### src/logic/pgp_pkg.sv
// Purpose: shared constants for the analog port gpio and edge flag block
// Assumes: axi4-lite slave with 32-bit data, byte address = 4 * register index
// Notes: port registers are 8 bits wide, edge registers 2 bits (bits 7 and 6); all sit in the low byte of a word
package pgp_pkg;
    localparam int ADDR_W = 8;
    localparam int DATA_W = 32;
    localparam int PORT_W = 8;
    localparam int EDGE_W = 2;

    // register indices; byte address is index * 4
    localparam logic [5:0] IDX_EDGE_POLARITY = 6'h2D;
    localparam logic [5:0] IDX_EDGE_IRQ_EN = 6'h2E;
    localparam logic [5:0] IDX_EDGE_FLAG = 6'h2F;
    localparam logic [5:0] IDX_PORT_DATA = 6'h30;
    localparam logic [5:0] IDX_PIN_LEVEL = 6'h31;
    localparam logic [5:0] IDX_DIRECTION = 6'h32;
    localparam logic [5:0] IDX_DRIVE = 6'h33;
    localparam logic [5:0] IDX_PULL_EN = 6'h34;
    localparam logic [5:0] IDX_PULL_POL = 6'h35;

    // word select lives above the two byte-offset bits
    localparam int IDX_LSB = 2;

    // edge pins occupy bits 7 and 6 of their registers
    localparam int EDGE_LSB = 6;

    localparam logic [PORT_W-1:0] RST_BYTE = 8'h00;
    localparam logic [EDGE_W-1:0] RST_EDGE = 2'b00;

    localparam logic [1:0] RESP_OKAY = 2'b00;
    localparam logic [1:0] RESP_SLVERR = 2'b10;

    // register decode result
    typedef enum logic [3:0] {
        SEL_NONE = 4'h0,
        SEL_EPOL = 4'h1,
        SEL_EIEN = 4'h2,
        SEL_EFLG = 4'h3,
        SEL_DATA = 4'h4,
        SEL_PINL = 4'h5,
        SEL_DIR = 4'h6,
        SEL_DRV = 4'h7,
        SEL_PEN = 4'h8,
        SEL_PPOL = 4'h9
    } pgp_sel_e;

    // write channel progress, gray along idle -> addr/data -> resp
    typedef enum logic [1:0] {
        WS_IDLE = 2'b00,
        WS_ADDR = 2'b01,
        WS_RESP = 2'b11,
        WS_DATA = 2'b10
    } pgp_wstate_e;
endpackage

### src/logic/pgp_port.sv
// Purpose: register logic for an 8-pin analog-capable gpio port and a 2-pin edge flag pair
// Assumes: single bus clock, asynchronous active-low reset, axi4-lite register access
// Notes: pin levels pass a two-flop synchroniser before readback and edge detection
//
// Decided for this implementation: register access over AXI4-Lite.
`timescale 1ns/1ns
module pgp_port (
    input wire logic clk_i,
    input wire logic resetn_i,
    input wire logic [pgp_pkg::ADDR_W-1:0] s_axi_awaddr_i,
    input wire logic s_axi_awvalid_i,
    output logic s_axi_awready_o,
    input wire logic [pgp_pkg::DATA_W-1:0] s_axi_wdata_i,
    input wire logic [3:0] s_axi_wstrb_i,
    input wire logic s_axi_wvalid_i,
    output logic s_axi_wready_o,
    output logic [1:0] s_axi_bresp_o,
    output logic s_axi_bvalid_o,
    input wire logic s_axi_bready_i,
    input wire logic [pgp_pkg::ADDR_W-1:0] s_axi_araddr_i,
    input wire logic s_axi_arvalid_i,
    output logic s_axi_arready_o,
    output logic [pgp_pkg::DATA_W-1:0] s_axi_rdata_o,
    output logic [1:0] s_axi_rresp_o,
    output logic s_axi_rvalid_o,
    input wire logic s_axi_rready_i,
    input wire logic [pgp_pkg::PORT_W-1:0] pad_i,
    output logic [pgp_pkg::PORT_W-1:0] pad_o,
    output logic [pgp_pkg::PORT_W-1:0] pad_oe_o,
    output logic [pgp_pkg::PORT_W-1:0] pad_reduced_drive_o,
    output logic [pgp_pkg::PORT_W-1:0] pad_pull_en_o,
    output logic [pgp_pkg::PORT_W-1:0] pad_pull_down_o,
    input wire logic [pgp_pkg::PORT_W-1:0] periph_own_i,
    input wire logic [pgp_pkg::PORT_W-1:0] periph_oe_i,
    input wire logic [pgp_pkg::PORT_W-1:0] periph_out_i,
    output logic [pgp_pkg::PORT_W-1:0] periph_in_o,
    input wire logic [pgp_pkg::PORT_W-1:0] analog_converter_en_i,
    input wire logic [pgp_pkg::EDGE_W-1:0] edge_pin_i,
    output logic irq_o
);
    import pgp_pkg::*;

    logic [PORT_W-1:0] data_r;
    logic [PORT_W-1:0] dir_r;
    logic [PORT_W-1:0] drv_r;
    logic [PORT_W-1:0] pen_r;
    logic [PORT_W-1:0] ppol_r;
    logic [EDGE_W-1:0] epol_r;
    logic [EDGE_W-1:0] eien_r;
    logic [EDGE_W-1:0] flag_r;
    logic [EDGE_W-1:0] flag_nxt;
    logic [PORT_W-1:0] pin_s1_r;
    logic [PORT_W-1:0] pin_s2_r;
    logic [EDGE_W-1:0] epin_s1_r;
    logic [EDGE_W-1:0] epin_s2_r;
    logic [EDGE_W-1:0] epin_s3_r;
    logic [EDGE_W-1:0] edge_act;
    pgp_wstate_e wstate_r;
    logic [ADDR_W-1:0] awaddr_r;
    logic [PORT_W-1:0] wbyte_r;
    logic wlane_r;
    logic wr_fire;
    pgp_sel_e wsel;
    pgp_sel_e rsel;
    logic [PORT_W-1:0] rbyte;
    logic [EDGE_W-1:0] clr_mask;
    logic [PORT_W-1:0] oe_nxt;

    // maps a byte address onto a register select
    function automatic pgp_sel_e decode(input logic [ADDR_W-1:0] addr);
        logic [5:0] idx;
        idx = addr[ADDR_W-1:IDX_LSB];
        if (addr[IDX_LSB-1:0] != 2'b00) begin
            decode = SEL_NONE;
        end else begin
            case (idx)
                IDX_EDGE_POLARITY: decode = SEL_EPOL;
                IDX_EDGE_IRQ_EN: decode = SEL_EIEN;
                IDX_EDGE_FLAG: decode = SEL_EFLG;
                IDX_PORT_DATA: decode = SEL_DATA;
                IDX_PIN_LEVEL: decode = SEL_PINL;
                IDX_DIRECTION: decode = SEL_DIR;
                IDX_DRIVE: decode = SEL_DRV;
                IDX_PULL_EN: decode = SEL_PEN;
                IDX_PULL_POL: decode = SEL_PPOL;
                default: decode = SEL_NONE;
            endcase
        end
    endfunction

    // pin synchronisers; first stage feeds only the second
    always_ff @(posedge clk_i or negedge resetn_i) begin
        if (!resetn_i) begin
            pin_s1_r <= RST_BYTE;
            pin_s2_r <= RST_BYTE;
            epin_s1_r <= RST_EDGE;
            epin_s2_r <= RST_EDGE;
            epin_s3_r <= RST_EDGE;
        end else begin
            pin_s1_r <= pad_i;
            pin_s2_r <= pin_s1_r;
            epin_s1_r <= edge_pin_i;
            epin_s2_r <= epin_s1_r;
            epin_s3_r <= epin_s2_r;
        end
    end

    // rising when polarity set, falling otherwise
    assign edge_act = (epol_r & epin_s2_r & ~epin_s3_r)
        | (~epol_r & ~epin_s2_r & epin_s3_r);

    // write channel: address and data accepted in either order
    always_ff @(posedge clk_i or negedge resetn_i) begin
        if (!resetn_i) begin
            wstate_r <= WS_IDLE;
            awaddr_r <= '0;
            wbyte_r <= RST_BYTE;
            wlane_r <= 1'b0;
        end else begin
            if (s_axi_awvalid_i && s_axi_awready_o) begin
                awaddr_r <= s_axi_awaddr_i;
            end
            if (s_axi_wvalid_i && s_axi_wready_o) begin
                wbyte_r <= s_axi_wdata_i[PORT_W-1:0];
                wlane_r <= s_axi_wstrb_i[0];
            end
            case (wstate_r)
                WS_IDLE: begin
                    if (s_axi_awvalid_i && s_axi_wvalid_i) begin
                        wstate_r <= WS_RESP;
                    end else if (s_axi_awvalid_i) begin
                        wstate_r <= WS_ADDR;
                    end else if (s_axi_wvalid_i) begin
                        wstate_r <= WS_DATA;
                    end
                end
                WS_ADDR: begin
                    if (s_axi_wvalid_i) begin
                        wstate_r <= WS_RESP;
                    end
                end
                WS_DATA: begin
                    if (s_axi_awvalid_i) begin
                        wstate_r <= WS_RESP;
                    end
                end
                WS_RESP: begin
                    if (s_axi_bvalid_o && s_axi_bready_i) begin
                        wstate_r <= WS_IDLE;
                    end
                end
                default: wstate_r <= WS_IDLE;
            endcase
        end
    end

    assign s_axi_awready_o = (wstate_r == WS_IDLE) || (wstate_r == WS_DATA);
    assign s_axi_wready_o = (wstate_r == WS_IDLE) || (wstate_r == WS_ADDR);

    // the write lands one cycle after both halves are held, on the same edge that raises bvalid
    logic wr_pend_r;
    always_ff @(posedge clk_i or negedge resetn_i) begin
        if (!resetn_i) begin
            wr_pend_r <= 1'b0;
            s_axi_bvalid_o <= 1'b0;
            s_axi_bresp_o <= RESP_OKAY;
        end else begin
            wr_pend_r <= ((wstate_r == WS_IDLE) && s_axi_awvalid_i && s_axi_wvalid_i)
                || ((wstate_r == WS_ADDR) && s_axi_wvalid_i)
                || ((wstate_r == WS_DATA) && s_axi_awvalid_i);
            if (wr_fire) begin
                s_axi_bvalid_o <= 1'b1;
                s_axi_bresp_o <= (wsel == SEL_NONE) ? RESP_SLVERR : RESP_OKAY;
            end else if (s_axi_bready_i) begin
                s_axi_bvalid_o <= 1'b0;
            end
        end
    end

    assign wr_fire = wr_pend_r;
    assign wsel = decode(awaddr_r);

    // configuration registers take writes at any time
    always_ff @(posedge clk_i or negedge resetn_i) begin
        if (!resetn_i) begin
            data_r <= RST_BYTE;
            dir_r <= RST_BYTE;
            drv_r <= RST_BYTE;
            pen_r <= RST_BYTE;
            ppol_r <= RST_BYTE;
            epol_r <= RST_EDGE;
            eien_r <= RST_EDGE;
        end else if (wr_fire && wlane_r) begin
            case (wsel)
                SEL_DATA: data_r <= wbyte_r;
                SEL_DIR: dir_r <= wbyte_r;
                SEL_DRV: drv_r <= wbyte_r;
                SEL_PEN: pen_r <= wbyte_r;
                SEL_PPOL: ppol_r <= wbyte_r;
                SEL_EPOL: epol_r <= wbyte_r[EDGE_LSB +: EDGE_W];
                SEL_EIEN: eien_r <= wbyte_r[EDGE_LSB +: EDGE_W];
                default: data_r <= data_r;
            endcase
        end
    end

    // sticky edge flags, write one to clear, set wins
    assign clr_mask = (wr_fire && wlane_r && wsel == SEL_EFLG)
        ? wbyte_r[EDGE_LSB +: EDGE_W] : RST_EDGE;
    assign flag_nxt = (flag_r & ~clr_mask) | edge_act;

    always_ff @(posedge clk_i or negedge resetn_i) begin
        if (!resetn_i) begin
            flag_r <= RST_EDGE;
            irq_o <= 1'b0;
        end else begin
            flag_r <= flag_nxt;
            irq_o <= |(flag_r & eien_r);
        end
    end

    // read channel: one read in flight, answer one cycle after address
    assign rsel = decode(s_axi_araddr_i);
    always_comb begin
        rbyte = RST_BYTE;
        case (rsel)
            SEL_DATA: rbyte = (dir_r & data_r) | (~dir_r & pin_s2_r);
            SEL_PINL: rbyte = pin_s2_r;
            SEL_DIR: rbyte = dir_r;
            SEL_DRV: rbyte = drv_r;
            SEL_PEN: rbyte = pen_r;
            SEL_PPOL: rbyte = ppol_r;
            SEL_EPOL: rbyte[EDGE_LSB +: EDGE_W] = epol_r;
            SEL_EIEN: rbyte[EDGE_LSB +: EDGE_W] = eien_r;
            SEL_EFLG: rbyte[EDGE_LSB +: EDGE_W] = flag_r;
            default: rbyte = RST_BYTE;
        endcase
    end

    assign s_axi_arready_o = !s_axi_rvalid_o;

    always_ff @(posedge clk_i or negedge resetn_i) begin
        if (!resetn_i) begin
            s_axi_rvalid_o <= 1'b0;
            s_axi_rdata_o <= '0;
            s_axi_rresp_o <= RESP_OKAY;
        end else if (s_axi_arvalid_i && s_axi_arready_o) begin
            s_axi_rvalid_o <= 1'b1;
            s_axi_rdata_o <= {{(DATA_W-PORT_W){1'b0}}, rbyte};
            s_axi_rresp_o <= (rsel == SEL_NONE) ? RESP_SLVERR : RESP_OKAY;
        end else if (s_axi_rready_i) begin
            s_axi_rvalid_o <= 1'b0;
        end
    end

    // pad control; a peripheral that owns the pin overrides direction and data
    assign oe_nxt = (periph_own_i & periph_oe_i) | (~periph_own_i & dir_r);

    always_ff @(posedge clk_i or negedge resetn_i) begin
        if (!resetn_i) begin
            pad_o <= RST_BYTE;
            pad_oe_o <= RST_BYTE;
            pad_reduced_drive_o <= RST_BYTE;
            pad_pull_en_o <= RST_BYTE;
            pad_pull_down_o <= RST_BYTE;
            periph_in_o <= RST_BYTE;
        end else begin
            pad_oe_o <= oe_nxt;
            pad_o <= (periph_own_i & periph_out_i) | (~periph_own_i & data_r);
            pad_reduced_drive_o <= oe_nxt & drv_r;
            pad_pull_en_o <= ~oe_nxt & pen_r & ~analog_converter_en_i;
            pad_pull_down_o <= ~oe_nxt & pen_r & ~analog_converter_en_i & ppol_r;
            periph_in_o <= pin_s2_r;
        end
    end

    flag_set_a: assert property (@(posedge clk_i) disable iff (!resetn_i)
        edge_act[0] |=> flag_r[0])
        else $error("edge did not set flag 0");

    flag_pol_a: assert property (@(posedge clk_i) disable iff (!resetn_i)
        $rose(epin_s2_r[1]) && epol_r[1] |-> edge_act[1])
        else $error("rising edge missed with polarity one");

    flag_clear_a: assert property (@(posedge clk_i) disable iff (!resetn_i)
        clr_mask[1] && !edge_act[1] |=> !flag_r[1])
        else $error("write one did not clear flag 1");

    set_wins_a: assert property (@(posedge clk_i) disable iff (!resetn_i)
        clr_mask[0] && edge_act[0] |=> flag_r[0])
        else $error("clear beat a same-cycle edge");

    irq_level_a: assert property (@(posedge clk_i) disable iff (!resetn_i)
        ##1 irq_o == |($past(flag_r) & $past(eien_r)))
        else $error("interrupt does not follow enabled flags");

    irq_mask_a: assert property (@(posedge clk_i) disable iff (!resetn_i)
        eien_r == RST_EDGE && $stable(eien_r) |=> !irq_o)
        else $error("masked flag raised interrupt");

    data_read_a: assert property (@(posedge clk_i) disable iff (!resetn_i)
        s_axi_arvalid_i && s_axi_arready_o && rsel == SEL_DATA |=>
        s_axi_rdata_o[PORT_W-1:0] == (($past(dir_r) & $past(data_r))
        | (~$past(dir_r) & $past(pin_s2_r))))
        else $error("data read mixes wrong sources");

    pin_read_a: assert property (@(posedge clk_i) disable iff (!resetn_i)
        ##2 pin_s2_r == $past(pad_i, 2))
        else $error("pin level lags more than two cycles");

    pad_dir_a: assert property (@(posedge clk_i) disable iff (!resetn_i)
        ##1 pad_oe_o == (($past(periph_own_i) & $past(periph_oe_i))
        | (~$past(periph_own_i) & $past(dir_r))))
        else $error("pad enable ignores owner or direction");

    drive_out_a: assert property (@(posedge clk_i) disable iff (!resetn_i)
        (pad_reduced_drive_o & ~pad_oe_o) == RST_BYTE)
        else $error("reduced drive on an input");

    pull_input_a: assert property (@(posedge clk_i) disable iff (!resetn_i)
        (pad_pull_en_o & pad_oe_o) == RST_BYTE)
        else $error("pull enabled on an output");

    pull_analog_a: assert property (@(posedge clk_i) disable iff (!resetn_i)
        ##1 (pad_pull_en_o & $past(analog_converter_en_i)) == RST_BYTE)
        else $error("pull enabled on analog channel");

    pull_reset_a: assert property (@(posedge clk_i)
        $rose(resetn_i) |-> pad_pull_en_o == RST_BYTE && pen_r == RST_BYTE)
        else $error("pull device active after reset");

    data_pin_a: assert property (@(posedge clk_i) disable iff (!resetn_i)
        ##1 (pad_o & ~$past(periph_own_i)) == ($past(data_r) & ~$past(periph_own_i)))
        else $error("pad value differs from data register");

    cfg_write_a: assert property (@(posedge clk_i) disable iff (!resetn_i)
        wr_fire && wlane_r && wsel == SEL_PEN |=> pen_r == $past(wbyte_r))
        else $error("pull enable write not taken");

    pull_pol_a: assert property (@(posedge clk_i) disable iff (!resetn_i)
        (pad_pull_down_o & ~pad_pull_en_o) == RST_BYTE)
        else $error("pull-down selected without pull enable");

    pin_level_a: assert property (@(posedge clk_i) disable iff (!resetn_i)
        s_axi_arvalid_i && s_axi_arready_o && rsel == SEL_PINL |=>
        s_axi_rdata_o[PORT_W-1:0] == $past(pin_s2_r))
        else $error("pin level read differs from pins");

    cov_irq_c: cover property (@(posedge clk_i) disable iff (!resetn_i) $rose(irq_o));
    cov_clear_c: cover property (@(posedge clk_i) disable iff (!resetn_i)
        flag_r[0] ##1 clr_mask[0] ##1 !flag_r[0]);
    cov_both_c: cover property (@(posedge clk_i) disable iff (!resetn_i)
        clr_mask[1] && edge_act[1]);
    cov_read_c: cover property (@(posedge clk_i) disable iff (!resetn_i)
        s_axi_rvalid_o && s_axi_rready_i && s_axi_rresp_o == RESP_OKAY);
    cov_pull_dn_c: cover property (@(posedge clk_i) disable iff (!resetn_i)
        |pad_pull_down_o);
endmodule

### config.mk
export PLATFORM = sky130hd
export DESIGN_NAME = pgp_port
export DESIGN_NICKNAME = d
export VERILOG_FILES = /design/src/logic/pgp_pkg.sv /design/src/logic/pgp_port.sv
export SDC_FILE = /design/constraint.sdc
export NUM_CORES = 1
export LEC_CHECK = 0
export BUFFER_PORTS_ARGS = -buffer_cell sky130_fd_sc_hd__buf_2
export CAP_MARGIN = 20
export CORE_MARGIN = 2
export CORE_UTILIZATION = 26
export CTS_CLUSTER_SIZE = 25
export DETAILED_ROUTE_END_ITERATION = 12
export GPL_TIMING_DRIVEN = 0
export MAX_ROUTING_LAYER = met4
export SLEW_MARGIN = 10
export SYNTH_ARGS = -nofsm -noshare
export SYNTH_HDL_FRONTEND = slang
export SYNTH_SLANG_ARGS = --single-unit
### constraint.sdc
create_clock -name clk_i -period 2.6 [get_ports clk_i]
set_input_delay 0.13 -clock clk_i [delete_from_list [all_inputs] [get_ports clk_i]]
set_output_delay 0.13 -clock clk_i [all_outputs]
set_load 0.01 [all_outputs]
==> results list <==
- Status: complete, no violations
* Maximum clock rate: 413 MHz
- The initialized floorplan defines 56 standard-cell rows.
- Summing all placed instances gives a cell area of 7510 µm².
- The share of synthesized area in the top cell type comes to 0.592.
- Utilization after layout: 0.371
- Counting flops with a built-in enable in the synthesized netlist gives 0.
- TritonCTS built the clock tree.
- The number of buffers and inverters on the critical path is 0.
- Number of design rule violations left after detail routing: 0
- Final Cell Area: 8760 µm²
- Number of distinct standard cells referenced by the synthesized netlist: 61
- CTS root buffer: clkbuf_16
* Max Clock Skew: 0.0102 ns
- Post-detailed-routing wire length: 16900 µm
- Endpoint of the most critical register-to-register path: pen_r[3]
* Maximum number of pins on one net before global-route repair: 104
- The H-tree was split into 4 levels.
- Startpoint of the lowest-slack register-to-register path: awaddr_r[1]
* Final setup fails: 0
- After clock tree synthesis, the repair step resized 0 gates.
* GRT Overall Usage: 0.141
* Delay contributed by the slowest stage of the critical path: 0.58 ns
- Kind of capture point of the worst setup path: flip-flop
- The worst setup path is launched from a flip-flop.
- The signal on the critical path passes through nor2_4, nand4_4, or3b_1, a21oi_2, mux2_2.
* Number of max-cap violations: 0
- Synth area leader: dfrtp_1
- Critical path arrival: 2.73 ns
- After layout, the minimum clock period comes to 2.42 ns.
- Power Total: 6.89 mW
- In this run the deepest clock path goes through 2 buffers.
* Power share of the sequential group: 0.451
- During synthesis, Yosys emitted a total of 0 warnings.
* Post-detailed-route via-to-cell ratio: 4.29
- Post-Syn Instances: 472
- Summed negative setup slack over all endpoints: 0 ns
* Min-delay src: s_axi_wvalid_i
- After synthesis the netlist holds a flip-flop and latch count of 149.
* Maximum ir drop on the vdd rail: 512 µV
- Mapped cell area: 6300 µm²
- Share of synthesized area occupied by flip-flops and latches: 0.592
- After synthesis, the share of flip-flops with an asynchronous set or reset is 1.00.
- Port buffering added 135 buffers.
* Period utilization: 0.932
- Clock transition at the registers of the reported paths: 0.06 ns
* Detailed placer's ending HPWL: 11700 µm
* Number of cells on the worst reg-to-reg path: 5
* Design internal power: 4.77 mW
- Headroom to the max-slew limit came out at 0.395.
- Category of the most critical setup path: reg2reg
- The max-slew violation count is 0.
- The setup check on the worst reg-to-reg path leaves a slack of 0.18 ns.
- At the later pin of the worst-skew pair, clock insertion delay measures 0.42 ns.
- For this block, the via count after detailed routing is 4530.
- I/O pin cnt: 191
- Total Nets Final: 826
* Predominant post-synthesis flop cell: dfrtp_1
- Pre-Repair DR Iteration Count: 4
- The number of antenna violations at the first check in global routing is 4.
- Most common cell after layout, fill and taps aside: dfrtp_1
- Of the total power, the share spent switching nets is 0.307.
- Starting density of the core: 0.267
* Setup repair after global routing missed its margin: no
- Buffers inserted during post-CTS setup optimization: 0
- In this run the power density over the cells is 786 nW/µm².
- Dividing the detail-routed wire length by the instance count gives 15.9 µm.
* Global route overflow: 0
- Post-route antenna net violation count: 0
* Worst-margin pin slew: 0.901 ns
* Number of clock buffers inserted by TritonCTS: 17
* Routability congestion estimate from global placement: 0.843
- Part of the total power dissipated in the clock network: 0.336
- In this run the power spent charging and discharging nets is 2.12 mW.
* Total clock sinks: 149
* Via count of the first global-routing pass: 4662
- The total area inside the core boundary comes to 23600 µm².
* Final worst hold slack: 0.0255 ns
- Most used cells in the layout excluding fill and tap cells: dfrtp_1 (149), buf_2 (135), mux2_2 (69), dlygate4sd3_1 (69), buf_4 (27)
- The first global-routing pass estimated 26500 µm of wire.
- The cell family contributing the most delay on the critical path is simple AND/OR/NAND/NOR gates.
- Along the worst path, the maximum fanout reaches 8.
* Number of DRC violations after detailed-routing iteration 0: 227
- Along the worst hold path, the cell count comes to 3.
* Width of the chip: 160 µm
- Top cells by area, synth: dfrtp_1 (59%), mux2_2 (12%), buf_4 (3.2%)
* Hold Fails Final Rpt: 0
- The area growth from synthesis to layout is 39.0%.
- STA puts the critical path data required time at 2.91 ns.
- Fill cell total of the finished layout: 2331
- The floorplan step defined a die boundary enclosing 25500 µm².
- The largest individual stage delay along the critical path comes from the cell a21oi_2.
- For hold timing, the worst endpoint is wr_fire.
* Layout cell share with drive strength beyond 1: 0.399
- In this run the worst hold path is classified as in2reg.
- Part of the total power dissipated in combinational logic: 0.213
- Die height: 160 µm
- Leak Pwr: 4.24 nW
- Mean Syn Cell Area: 13.4 µm²
==> sequential cells by signal (all words and copies together) (netlist names), 8 cells and up <==
register / flops
pin_s1_r: 8
wbyte_r: 8
s_axi_rdata_o: 8
pad_oe_o: 8
ppol_r: 8
periph_in_o: 8
drv_r: 8
data_r: 8
pad_o: 8
pad_pull_en_o: 8
pad_reduced_drive_o: 8
pad_pull_down_o: 8
dir_r: 8
pen_r: 8
awaddr_r: 8
pin_s2_r: 8
==> layer usage <==
layer / share of wire / wire length, µm / track usage
met1: 0.45 / 7560 / 0.177
met2: 0.48 / 8150 / 0.225
met3: 0.057 / 954 / 0.0377
met4: 0.012 / 195 / 0.0384
met5: 0 / 0 / -
==> synthesized netlist by cell type (3+ instances only) <==
cell type  number
clkbuf_1        8
nor3_1          3
dfrtp_1       149
and2_1         18
nand3_1        10
or2_2           4
a41oi_1         5
o21ai_0        14
o211ai_1        7
a21oi_2         3
buf_4          27
mux2_2         69
nand2_1        23
a221o_1         4
inv_1           8
ha_1            4
a21oi_1         6
a22oi_1         6
a31oi_1         4
nor2_1         14
o21a_1          4
nor3b_1        13
mux2_4          8
and3b_1         3
nand4_1         6
nor2b_1         6
==> layout make-up <==
type | count | area, µm² | area share
antenna | 4 | 10.0 | 0.00114
buffer | 39 | 264 | 0.0301
clock buffer | 21 | 460 | 0.0525
clock inverter | 11 | 92.6 | 0.0106
inverter | 8 | 30.0 | 0.00343
multi-input combinational | 301 | 2370 | 0.271
sequential | 149 | 3730 | 0.426
tap | 319 | 399 | 0.0456
timing repair buffer | 205 | 1400 | 0.160
==> worst reg2reg max path: cells and delay by family (launching register included) <==
family / cells / cell delay [ns]
flops: 1 / 0.44
simple gates: 3 / 0.88
mux: 1 / 0.41
compound gates: 1 / 0.58
==> logic make-up (layout without fill, tap and decap cells) <==
logic type | Yosys count | count (layout) | synth area share
adders and majority gates | 4 | 4 | 0.00794
other | 1 | 30 | 0.000595
DFF | 149 | 149 | 0.592
muxes | 79 | 79 | 0.146
buffers and inverters | 47 | 284 | 0.0467
AOI/OAI and AO/OA | 70 | 70 | 0.0858
and+or+nand+nor | 122 | 122 | 0.122
==> through the flow <==
| step | instances | setup WS (ns) |
|---|---|---|
| after global placement | 951 | -0.855 |
| after floorplan | 497 | 0.577 |
| final | 1057 | 0.176 |
| after global routing | 1057 | 0.0511 |
| after CTS | 1053 | 0.150 |
| after detailed placement | 952 | 0.165 |
==> power groups by stage <==
stage / clock network (mW) / logic [mW] / registers, mW
floorplan: 0 / 0.925 / 3.05
global placement: 0 / 1.33 / 3.14
detailed placement: 0 / 1.37 / 3.15
CTS: 2.38 / 1.49 / 3.11
global route: 2.49 / 1.63 / 3.18
finish: 2.31 / 1.47 / 3.11
==> how the worst max path moves through the flow <==
stage	start	endpoint	slack, ns	depth (start not counted)
2_1_floorplan	awaddr_r[5]	ppol_r[0]	0.58	6
3_3_place_gp	resetn_i	wstate_r[1]	-0.86	1
3_5_place_dp	awaddr_r[1]	pen_r[2]	0.16	5
4_1_cts	awaddr_r[1]	pen_r[7]	0.15	5
5_1_grt	awaddr_r[1]	pen_r[5]	0.05	5
6_report	awaddr_r[1]	pen_r[3]	0.18	5
==> timing repair <==
action	4_1_cts	5_1_grt
setup endpoints to repair	0	0
hold buffers	69	0
endpoints found under the hold margin	105	0
Power figures use the tool's default switching activity.
